## src/rcr_pkg.sv

```systemverilog
/*
 * rcr_pkg: shared constants and types for the regulator control register bank.
 * Assumes an internal register port (address, write strobe, data) from the
 * serial management front end, which sits outside this bank.
 */
`default_nettype none
package rcr_pkg;
	localparam int RCR_AW = 8;
	localparam int RCR_DW = 8;
	localparam logic [7:0] RCR_OFS_CONV5 = 8'h26;
	localparam logic [7:0] RCR_OFS_CONV6 = 8'h27;
	localparam logic [7:0] RCR_OFS_LREG2 = 8'h28;
	localparam int RCR_NREG = 3;
	localparam int RCR_BIT_FORCE_OFF_N = 0;
	localparam int RCR_BIT_OP_MODE = 1;
	localparam int RCR_SLP_LO = 4;
	localparam int RCR_SLP_HI = 5;
	localparam int RCR_VCODE_W = 7;
	localparam logic [1:0] RCR_SLP_OFF = 2'h0;
	localparam logic [1:0] RCR_SLP_ON = 2'h3;
	// writable bits per register: 7:6 read as zero
	localparam logic [7:0] RCR_WMASK = 8'h3F;
	// factory defaults, arbitrary values standing in for the variant table
	localparam logic [7:0] RCR_RST_CONV5 = 8'h0F;
	localparam logic [7:0] RCR_RST_CONV6 = 8'h0D;
	localparam logic [7:0] RCR_RST_LREG2 = 8'h0D;

	typedef struct packed {
		logic we;
		logic [RCR_AW-1:0] addr;
		logic [RCR_DW-1:0] wdata;
	} rcr_req_t;

	typedef struct packed {
		logic [RCR_VCODE_W-1:0] normal_vcode;
		logic [RCR_VCODE_W-1:0] sleep_vcode;
	} rcr_vcodes_t;
endpackage : rcr_pkg
`default_nettype wire

```

## src/rcr_regs.sv

```systemverilog
/*
 * rcr_regs: control registers for converter five, converter six and linear
 * regulator two, with sleep and force-off decoding for each rail.
 * Assumes the serial front end presents one-cycle write strobes on clk_i and
 * that sleep pins and pin enables come asynchronously from outside.
 */
// Contract
// - registers at 26h, 27h, 28h, eight bits
// - sleep field 00 uses normal code
// - field 11, sleep pin low selects sleep
// - each rail's sleep from one factory pin
// - converter mode bit 1: auto 0, PWM 1
// - bit 0 at 0 forces rail off
// - force-off same for converter six, regulator two
// - reset loads factory variant values
// - sleep code from separate seven-bit field
`timescale 1ns/1ps
`default_nettype none
module rcr_regs
	import rcr_pkg::*;
#(
	parameter logic [7:0] RST_CONV5 = RCR_RST_CONV5,
	parameter logic [7:0] RST_CONV6 = RCR_RST_CONV6,
	parameter logic [7:0] RST_LREG2 = RCR_RST_LREG2,
	parameter logic [RCR_NREG-1:0] SLEEP_PIN_SEL = 3'h0
) (
	input wire logic clk_i,
	input wire logic rst_n_i,
	input wire rcr_req_t req_i,
	input wire logic [RCR_AW-1:0] raddr_i,
	output logic [RCR_DW-1:0] rdata_o,
	input wire logic sleep_input_one_n_i,
	input wire logic sleep_input_two_n_i,
	input wire logic [RCR_NREG-1:0] pin_enable_i,
	input wire rcr_vcodes_t [RCR_NREG-1:0] vcodes_i,
	output logic [RCR_NREG-1:0] rail_on_o,
	output logic [RCR_NREG-1:0] forced_pwm_o,
	output logic [RCR_NREG-1:0] use_sleep_o,
	output logic [RCR_NREG-1:0][RCR_VCODE_W-1:0] vcode_o
);
	typedef struct packed {
		logic [RCR_NREG-1:0][RCR_DW-1:0] ctrl;
		logic [1:0] slp_meta;
		logic [1:0] slp_sync;
		logic [RCR_NREG-1:0] en_meta;
		logic [RCR_NREG-1:0] en_sync;
		logic [RCR_DW-1:0] rdata;
	} rcr_state_t;

	rcr_state_t state_ff;
	rcr_state_t nxt_state;

	function automatic int reg_index(input logic [RCR_AW-1:0] a);
		unique case (a)
			RCR_OFS_CONV5: reg_index = 0;
			RCR_OFS_CONV6: reg_index = 1;
			RCR_OFS_LREG2: reg_index = 2;
			default: reg_index = -1;
		endcase
	endfunction : reg_index

	// a reset byte must keep bits 7:6 clear and carry a defined sleep code
	function automatic bit rst_legal(input logic [RCR_DW-1:0] v);
		logic [1:0] slp;
		slp = v[RCR_SLP_HI:RCR_SLP_LO];
		rst_legal = ((v & ~RCR_WMASK) == '0) && (slp == RCR_SLP_OFF || slp == RCR_SLP_ON);
	endfunction : rst_legal

	// the decoder serves exactly three registers
	if (RCR_NREG != 3) begin : g_bad_nreg
		$error("register bank decodes exactly three registers");
	end
	if (!rst_legal(RST_CONV5) || !rst_legal(RST_CONV6) || !rst_legal(RST_LREG2)) begin : g_rst
		$error("reset value with reserved sleep code or upper bits set");
	end

	localparam logic [RCR_NREG-1:0][RCR_DW-1:0] RST_VALS = {RST_LREG2, RST_CONV6, RST_CONV5};

	always_comb begin
		int wi;
		int ri;
		wi = reg_index(req_i.addr);
		ri = reg_index(raddr_i);
		nxt_state = state_ff;
		nxt_state.slp_meta = {sleep_input_two_n_i, sleep_input_one_n_i};
		nxt_state.slp_sync = state_ff.slp_meta;
		nxt_state.en_meta = pin_enable_i;
		nxt_state.en_sync = state_ff.en_meta;
		if (req_i.we && wi >= 0) begin
			nxt_state.ctrl[wi] = req_i.wdata & RCR_WMASK;
		end
		nxt_state.rdata = (ri >= 0) ? state_ff.ctrl[ri] : '0;
	end

	always_ff @(posedge clk_i or negedge rst_n_i) begin
		if (!rst_n_i) begin
			state_ff <= '0;
			state_ff.ctrl <= RST_VALS & {RCR_NREG{RCR_WMASK}};
			state_ff.slp_meta <= 2'h3;
			state_ff.slp_sync <= 2'h3;
		end else begin
			state_ff <= nxt_state;
		end
	end

	assign rdata_o = state_ff.rdata;

	for (genvar g = 0; g < RCR_NREG; g++) begin : g_rail
		rcr_rail_sel #(
			.HAS_MODE(g < 2)
		) u_sel (
			.ctrl_i(state_ff.ctrl[g]),
			.sleep_n_i(state_ff.slp_sync[SLEEP_PIN_SEL[g]]),
			.pin_enable_i(state_ff.en_sync[g]),
			.vcodes_i(vcodes_i[g]),
			.rail_on_o(rail_on_o[g]),
			.forced_pwm_o(forced_pwm_o[g]),
			.use_sleep_o(use_sleep_o[g]),
			.vcode_o(vcode_o[g])
		);
	end

	// rail enable against force-off bits and synchronised pins
	chk_off_forced: assert property (@(posedge clk_i) disable iff (!rst_n_i)
		!state_ff.ctrl[1][RCR_BIT_FORCE_OFF_N] |-> !rail_on_o[1])
		else $error("converter six on while forced off");
	chk_lreg_off: assert property (@(posedge clk_i) disable iff (!rst_n_i)
		!state_ff.ctrl[2][RCR_BIT_FORCE_OFF_N] |-> !rail_on_o[2])
		else $error("regulator two on while forced off");
	chk_conv5_off: assert property (@(posedge clk_i) disable iff (!rst_n_i)
		!state_ff.ctrl[0][RCR_BIT_FORCE_OFF_N] |-> !rail_on_o[0])
		else $error("converter five on while forced off");
	chk_pin_off: assert property (@(posedge clk_i) disable iff (!rst_n_i)
		!state_ff.en_sync[0] |-> !rail_on_o[0])
		else $error("converter five on without pin enable");
	chk_pin_sync: assert property (@(posedge clk_i) disable iff (!rst_n_i)
		(state_ff.ctrl[0][RCR_BIT_FORCE_OFF_N] && pin_enable_i[0]) [*3] |-> rail_on_o[0])
		else $error("enabled rail stays off");
	chk_lreg_sync: assert property (@(posedge clk_i) disable iff (!rst_n_i)
		(state_ff.ctrl[2][RCR_BIT_FORCE_OFF_N] && pin_enable_i[2]) [*3] |-> rail_on_o[2])
		else $error("enabled regulator stays off");

	// sleep field and voltage code selection
	chk_slp_zero: assert property (@(posedge clk_i) disable iff (!rst_n_i)
		state_ff.ctrl[0][RCR_SLP_HI:RCR_SLP_LO] == RCR_SLP_OFF |-> !use_sleep_o[0])
		else $error("sleep used with field 00");
	chk_slp_off_six: assert property (@(posedge clk_i) disable iff (!rst_n_i)
		state_ff.ctrl[1][RCR_SLP_HI:RCR_SLP_LO] == RCR_SLP_OFF |-> !use_sleep_o[1])
		else $error("converter six sleep used with field 00");
	chk_slp_off_lreg: assert property (@(posedge clk_i) disable iff (!rst_n_i)
		state_ff.ctrl[2][RCR_SLP_HI:RCR_SLP_LO] == RCR_SLP_OFF |-> !use_sleep_o[2])
		else $error("regulator two sleep used with field 00");
	chk_slp_on: assert property (@(posedge clk_i) disable iff (!rst_n_i)
		state_ff.ctrl[0][RCR_SLP_HI:RCR_SLP_LO] == RCR_SLP_ON
		&& !state_ff.slp_sync[SLEEP_PIN_SEL[0]] |-> use_sleep_o[0]
		&& vcode_o[0] == vcodes_i[0].sleep_vcode)
		else $error("sleep code not selected");
	chk_slp_six: assert property (@(posedge clk_i) disable iff (!rst_n_i)
		state_ff.ctrl[1][RCR_SLP_HI:RCR_SLP_LO] == RCR_SLP_ON
		&& !state_ff.slp_sync[SLEEP_PIN_SEL[1]] |-> use_sleep_o[1]
		&& vcode_o[1] == vcodes_i[1].sleep_vcode)
		else $error("converter six sleep code not selected");
	chk_slp_lreg: assert property (@(posedge clk_i) disable iff (!rst_n_i)
		state_ff.ctrl[2][RCR_SLP_HI:RCR_SLP_LO] == RCR_SLP_ON
		&& !state_ff.slp_sync[SLEEP_PIN_SEL[2]] |-> use_sleep_o[2]
		&& vcode_o[2] == vcodes_i[2].sleep_vcode)
		else $error("regulator two sleep code not selected");
	chk_normal_five: assert property (@(posedge clk_i) disable iff (!rst_n_i)
		!use_sleep_o[0] |-> vcode_o[0] == vcodes_i[0].normal_vcode)
		else $error("converter five normal code not selected");
	chk_normal_six: assert property (@(posedge clk_i) disable iff (!rst_n_i)
		!use_sleep_o[1] |-> vcode_o[1] == vcodes_i[1].normal_vcode)
		else $error("converter six normal code not selected");
	chk_normal_lreg: assert property (@(posedge clk_i) disable iff (!rst_n_i)
		!use_sleep_o[2] |-> vcode_o[2] == vcodes_i[2].normal_vcode)
		else $error("regulator two normal code not selected");
	chk_sleep_sync: assert property (@(posedge clk_i) disable iff (!rst_n_i)
		(state_ff.ctrl[0][RCR_SLP_HI:RCR_SLP_LO] == RCR_SLP_ON
		&& !(SLEEP_PIN_SEL[0] ? sleep_input_two_n_i : sleep_input_one_n_i)) [*3]
		|-> use_sleep_o[0])
		else $error("assigned sleep pin not followed");

	// converter operating mode
	chk_pwm_mode: assert property (@(posedge clk_i) disable iff (!rst_n_i)
		forced_pwm_o[0] == state_ff.ctrl[0][RCR_BIT_OP_MODE] && !forced_pwm_o[2])
		else $error("mode bit mismatch");
	chk_pwm_six: assert property (@(posedge clk_i) disable iff (!rst_n_i)
		forced_pwm_o[1] == state_ff.ctrl[1][RCR_BIT_OP_MODE])
		else $error("converter six mode bit mismatch");

	// register port: decode, masking and read data
	chk_write_mask: assert property (@(posedge clk_i) disable iff (!rst_n_i)
		req_i.we && req_i.addr == RCR_OFS_CONV6 |=> state_ff.ctrl[1]
		== ($past(req_i.wdata) & RCR_WMASK))
		else $error("converter six write lost");
	chk_unmap_write: assert property (@(posedge clk_i) disable iff (!rst_n_i)
		req_i.we && req_i.addr != RCR_OFS_CONV5 && req_i.addr != RCR_OFS_CONV6
		&& req_i.addr != RCR_OFS_LREG2 |=> $stable(state_ff.ctrl))
		else $error("unmapped write changed a register");
	chk_read_map: assert property (@(posedge clk_i) disable iff (!rst_n_i)
		raddr_i == RCR_OFS_CONV6 |=> rdata_o == $past(state_ff.ctrl[1]))
		else $error("converter six read data wrong");
	chk_read_unmap: assert property (@(posedge clk_i) disable iff (!rst_n_i)
		raddr_i != RCR_OFS_CONV5 && raddr_i != RCR_OFS_CONV6
		&& raddr_i != RCR_OFS_LREG2 |=> rdata_o == '0)
		else $error("unmapped read not zero");
	chk_res_zero: assert property (@(posedge clk_i) disable iff (!rst_n_i)
		raddr_i == RCR_OFS_LREG2 |=> (rdata_o & ~RCR_WMASK) == '0)
		else $error("reserved bits nonzero");
	chk_upper_zero: assert property (@(posedge clk_i) disable iff (!rst_n_i)
		((state_ff.ctrl[0] | state_ff.ctrl[1] | state_ff.ctrl[2]) & ~RCR_WMASK) == '0)
		else $error("reserved bits stored");

	// main scenarios
	cov_sleep: cover property (@(posedge clk_i) disable iff (!rst_n_i) use_sleep_o[1]);
	cov_off: cover property (@(posedge clk_i) disable iff (!rst_n_i)
		pin_enable_i[2] && !rail_on_o[2]);
	cov_write: cover property (@(posedge clk_i) disable iff (!rst_n_i)
		req_i.we && req_i.addr == RCR_OFS_LREG2);
	cov_pwm: cover property (@(posedge clk_i) disable iff (!rst_n_i) forced_pwm_o[1]);
	cov_lreg_sleep: cover property (@(posedge clk_i) disable iff (!rst_n_i) use_sleep_o[2]);
endmodule : rcr_regs
`default_nettype wire

```

## src/rcr_rail_sel.sv

```systemverilog
/*
 * rcr_rail_sel: per-rail output decode from one control register byte.
 * Assumes the sleep level is already synchronised to clk_i.
 */
`timescale 1ns/1ps
`default_nettype none
module rcr_rail_sel
	import rcr_pkg::*;
#(
	parameter bit HAS_MODE = 1'b1
) (
	input wire logic [RCR_DW-1:0] ctrl_i,
	input wire logic sleep_n_i,
	input wire logic pin_enable_i,
	input wire rcr_vcodes_t vcodes_i,
	output logic rail_on_o,
	output logic forced_pwm_o,
	output logic use_sleep_o,
	output logic [RCR_VCODE_W-1:0] vcode_o
);
	logic [1:0] slp;
	assign slp = ctrl_i[RCR_SLP_HI:RCR_SLP_LO];
	// 00 ignores the pin; reserved codes also treated as disabled
	assign use_sleep_o = (slp == RCR_SLP_ON) && !sleep_n_i;
	assign vcode_o = use_sleep_o ? vcodes_i.sleep_vcode : vcodes_i.normal_vcode;
	assign rail_on_o = pin_enable_i && ctrl_i[RCR_BIT_FORCE_OFF_N];
	assign forced_pwm_o = HAS_MODE ? ctrl_i[RCR_BIT_OP_MODE] : 1'b0;
endmodule : rcr_rail_sel
`default_nettype wire

```

## config.mk

```make
export PLATFORM = sky130hd
export DESIGN_NAME = rcr_regs
export DESIGN_NICKNAME = d
export VERILOG_FILES = /design/src/rcr_pkg.sv /design/src/rcr_regs.sv /design/src/rcr_rail_sel.sv
export SDC_FILE = /design/constraint.sdc
export NUM_CORES = 1
export LEC_CHECK = 0
export ABC_CLOCK_PERIOD_IN_PS = 2100
export BUFFER_PORTS_ARGS = -buffer_cell sky130_fd_sc_hd__buf_2
export CAP_MARGIN = 30
export CORE_MARGIN = 2
export CORE_UTILIZATION = 34
export CTS_CLUSTER_DIAMETER = 30
export DETAILED_ROUTE_END_ITERATION = 12
export GPL_TIMING_DRIVEN = 1
export PLACE_DENSITY = 0.68
export SKIP_LAST_GASP = 1
export SLEW_MARGIN = 15
export SYNTH_ARGS = -nofsm -noshare
export SYNTH_HDL_FRONTEND = slang
export SYNTH_SLANG_ARGS = --single-unit
export TNS_END_PERCENT = 10
```

## constraint.sdc

```tcl
create_clock -name clk_i -period 2.1 [get_ports clk_i]
set_input_delay 0.105 -clock clk_i [delete_from_list [all_inputs] [get_ports clk_i]]
set_output_delay 0.105 -clock clk_i [all_outputs]
set_load 0.05 [all_outputs]
```

; Yosys cells after proc, flatten, opt, wreduce, memory -nomap -nowiden
; Index checks and enable logic that the tools add are counted.
[totals]
register_bits = 40
wordCells = 43
output_inout_bits = 38
[classes]
reduce_logical = 9
n_eq_ne = 9
n_lt_le_gt_ge = 5
n_mux = 12
[op_table]
columns = cell, n
row1 = $pmux 32 s3, 2
row2 = $ge 32x1->1 const B, 3
row3 = $lt 32x4->1 const B, 2
row4 = $eq 8x6->1 const B, 6
row5 = $mux 8, 4
row6 = $bwmux 24, 1
row7 = $mux 7, 3
row8 = $bmux 8 s2, 1
row9 = $demux 8 s2, 1
row10 = $logic_and 1x1->1, 8
row11 = $eq 2x2->1 const B, 3
row12 = $logic_not 1->1, 1

; Depth between registers and ports, before layout
[depth]
ltp_word = 7
depth_mapped = 4
depth_no_buf = 3

; Modules after synthesis
; From an unflattened synthesis, not the netlist that was laid out.
[unflattened]
hier_cells = 125
area_unflattened_um2 = 1700.4
[modules_own_cells]
columns = mod, cells_per_inst, seq_area_each_um2, instances, area_each_um2
row1 = rcr_regs, 91, 815.8, 1, 1347.5
row2 = rcr_rail_sel (g_rail[0].u_sel ...), 11, 0.0, 2, 116.4
row3 = rcr_rail_sel (g_rail[2].u_sel), 12, 0.0, 1, 120.1

; Worst setup path after synthesis
; No wires, ideal clock.
[synth_path]
path_kind = register to output
from = reg state_ff[14] (netlist name)
to = out vcode_o[0] (netlist name)
required_time_ns = 1.995
path_stages_with_launch = 3
path_slack_ns = 0.744
t_arrival_ns = 1.251
path_cell_list = dfstp_2 -> nand3b_1 -> mux2_2
[synth_lines]
columns = element, line_no
row1 = from (decl), rcr_regs.sv:50  ; rcr_state_t state_ff;
row2 = from (signal assigned), rcr_regs.sv:102  ; state_ff <= nxt_state;
row3 = to (decl), rcr_regs.sv:39  ; output logic [RCR_NREG-1:0][RCR_VCODE_W-1:0] vcode_o

==> flow_summary.ini <==
[power]
p_leak_nw = 1.20
power.share.sequential_pct = 48.0
pwr_density_cell_nw_per_um2 = 606
intPower_w = 0.000990
max-vdd-ir-drop_v = 0.000382
p_comb_share_pct = 19.6
clkPwrFrac_pct = 32.4
swShare_pct = 28.3
p_sw_w = 0.000390

[clock_network]
path_clk_slew_ns = 0.07
root_buffer = clkbuf_8
numCtsBuffers = 5
post_cts_buffers = 0
clk_latency_ns = 0.29
htreeDepth = 2
cts_tree = done
cts-resized-gates = 0
cts_sinks = 32
cts_buffer_depth = 2

[placement]
hpwl_um = 2920
dpl_worst_slack_ns = 0.545
place.port_buffers = 105
place.gp.congestion = 0.715

[timing]
maxSlewHeadroom_pct = 53.3
tightest_slew_ns = 0.701
slew_violations = 0
finalHoldViolCount = 0
max_freq_mhz = 545
finalClockSkew_ns = 0.00648
rsz0062_at_grt = no
finalCritPeriodShare_pct = 87.5
setup_viol_count_final = 0
fin_tns_setup_ns = 0
final.setup.worst_slack_ns = 0.264
post-route-min-period_ns = 1.84

[logic_synthesis]
yosysMostFrequentCell = mux2_2
synth_top_cell_by_area = mux2_2
ys_ff_latch = 32
synthCells = 124
synth_area_leaders = mux2_2 31%, dfrtp_1 30%, dfstp_2 19%
seq_area_frac_synth_pct = 49.7
synth_ff_type = dfrtp_1
synth_edf_count = 0
synthArstFlopShare_pct = 100
yosysTopAreaCellShare_pct = 30.9
synth_common_cells = 45 x mux2_2, 20 x dfrtp_1, 12 x dfstp_2, 11 x buf_4, 8 x nor2_1
ys_types = 20
netlist_area_um2 = 1640
syn_avg_cell_area_um2 = 13.2
ys_warn_count = 0

[layout]
syn_to_final_growth_pct = 38.8
multi_input_area_um2 = 727
drive_gt1_share_pct = 73.9
seqCellArea_um2 = 816
n_antenna_cell = 0
nFillCells = 453
nNetsFinal = 303

[global_routing]
first_global_vias = 1338
met1_usage_pct = 16.2
grt_max_degree = 33
grtUsageMet2_pct = 25.5
grtUsageTotal_pct = 14.4
grt_pass1_wl_um = 5800
met3_usage_pct = 4.53
grt-busiest-layer = met2
overflow = 0
antenna_found_initial = 0

[drt]
wl_um = 3760
vias_per_cell = 4.65
wl_per_cell_um = 13.3
vias = 1322
ant_nets = 0
drc = 0
drt_iter0_drc = 49
drtPass1Iterations = 4

[floorplanning]
dieHeight_um = 73.5
num_io_pins = 112
die_width_um = 73.5
rows = 25
start_util_pct = 35.0
core_region_area_um2 = 4690
dieArea_um2 = 5400

[worst_setup_path]
rr_worst_depth = 3
crit_fanout = 8
worst-setup-path-type = flip-flop to primary output
cp.arrival_ns = 1.73
worst_setup_path_start_kind = flip-flop
cp.required_ns = 2.00
endpoint_kind = primary output

[min_path]
min_delay_path_depth = 2
hp-class = input pin to flip-flop

[outcome]
status = finished, final reports clean

[run]
cap_violations = 0
==> per-layer routing <==
layer  share of wire [%]  vias to the layer above
li1                    -                      638
met1                  43                      620
met3                 7.7                        4
met2                  48                       60
met5                   0                        -
met4                 1.2                        0
==> worst paths after layout <==
kind	slack, ns	startpoint	endpoint
worst min-delay path	0.08	req_i[2]	state_ff[28]$_DFFE_PN1P_
worst max register to register	1.09	state_ff[27]$_DFFE_PN0P_	rdata_o[1]$_DFF_PN0_
max in group asynchronous	1.25	rst_n_i	state_ff[30]$_DFFE_PN0P_
worst max-delay path	0.26	state_ff[14]$_DFF_PN1_	vcode_o[0]
min in group asynchronous	0.40	rst_n_i	rdata_o[0]$_DFF_PN0_
worst min register to register	0.35	nxt_state[8]$_DFF_PN0_	state_ff[8]$_DFF_PN0_
==> through the flow <==
| step | util, % | total power [W] | hold WS (ns) | cells | cell area (µm²) |
|---|---|---|---|---|---|
| 6_report | 48.6 | 0.00138 | 0.0783 | 284 | 2280 |
| 5_1_grt | 48.6 | 0.00144 | 0.0744 | 284 | 2280 |
| 2_1_floorplan | - | 0.000841 | -0.191 | 126 | 1650 |
| 3_3_place_gp | 45.8 | 0.000934 | 0.185 | 271 | 2150 |
| 4_1_cts | 48.6 | 0.00139 | 0.0778 | 284 | 2280 |
| 3_5_place_dp | 45.8 | 0.000938 | 0.187 | 271 | 2150 |
==> what timing repair did <==
action,in CTS,in global routing
setup endpoints to repair,0,0
hold buffers,5,0
endpoints found under the hold margin,24,0
==> cell type report <==
class                      count  area share [%]
sequential                    32            35.8
multi-input combinational     77            31.9
timing repair buffer         110            25.3
clock buffer                   7            3.35
tap                           54            2.97
inverter                       3           0.494
clock inverter                 1           0.220
==> critical path, cell delays in order (launching register included) <==
cell and delay [ns]:
dfstp_2 0.54, nand3b_1 0.32, mux2_2 0.39, buf_2 0.21
==> power groups by stage <==
| stage | combinational [W] | clock [W] | sequential [W] |
|---|---|---|---|
| 6_report | 0.000271 | 0.000447 | 0.000662 |
| 5_1_grt | 0.000290 | 0.000483 | 0.000665 |
| 4_1_cts | 0.000273 | 0.000458 | 0.000662 |
| 3_5_place_dp | 0.000265 | 0 | 0.000673 |
| 3_3_place_gp | 0.000263 | 0 | 0.000672 |
| 2_1_floorplan | 0.000172 | 0 | 0.000669 |
==> placed cells by master (no fill, tap or decap), drive strengths merged <==
master       instances
buf                105
mux2                45
dfrtp               20
dfstp               12
nor2                 8
clkbuf               7
a22oi                6
dlygate4sd3          5
nand3b               3
inv                  3
and2                 3
conb                 3
nand4                2
or4b                 1
nor4b                1
and3b                1
and4bb               1
nor2b                1
nand4b               1
nor3b                1
clkinv               1
==> state kept, by name, summed over array words and instances, names as in the netlist <==
name,count
rdata_o,6
state_ff,22
nxt_state,4
==> cells by family (layout without fill, tap and decap cells) <==
group,after synthesis,count (layout),synth area share [%]
mux,45,45,30.9
simple gates,23,23,9.98
other cells,1,3,0.228
compound gates,6,6,2.74
flops,32,32,49.7
buf+inv,17,121,6.48
No activity file was read; power rests on OpenSTA's default activity.
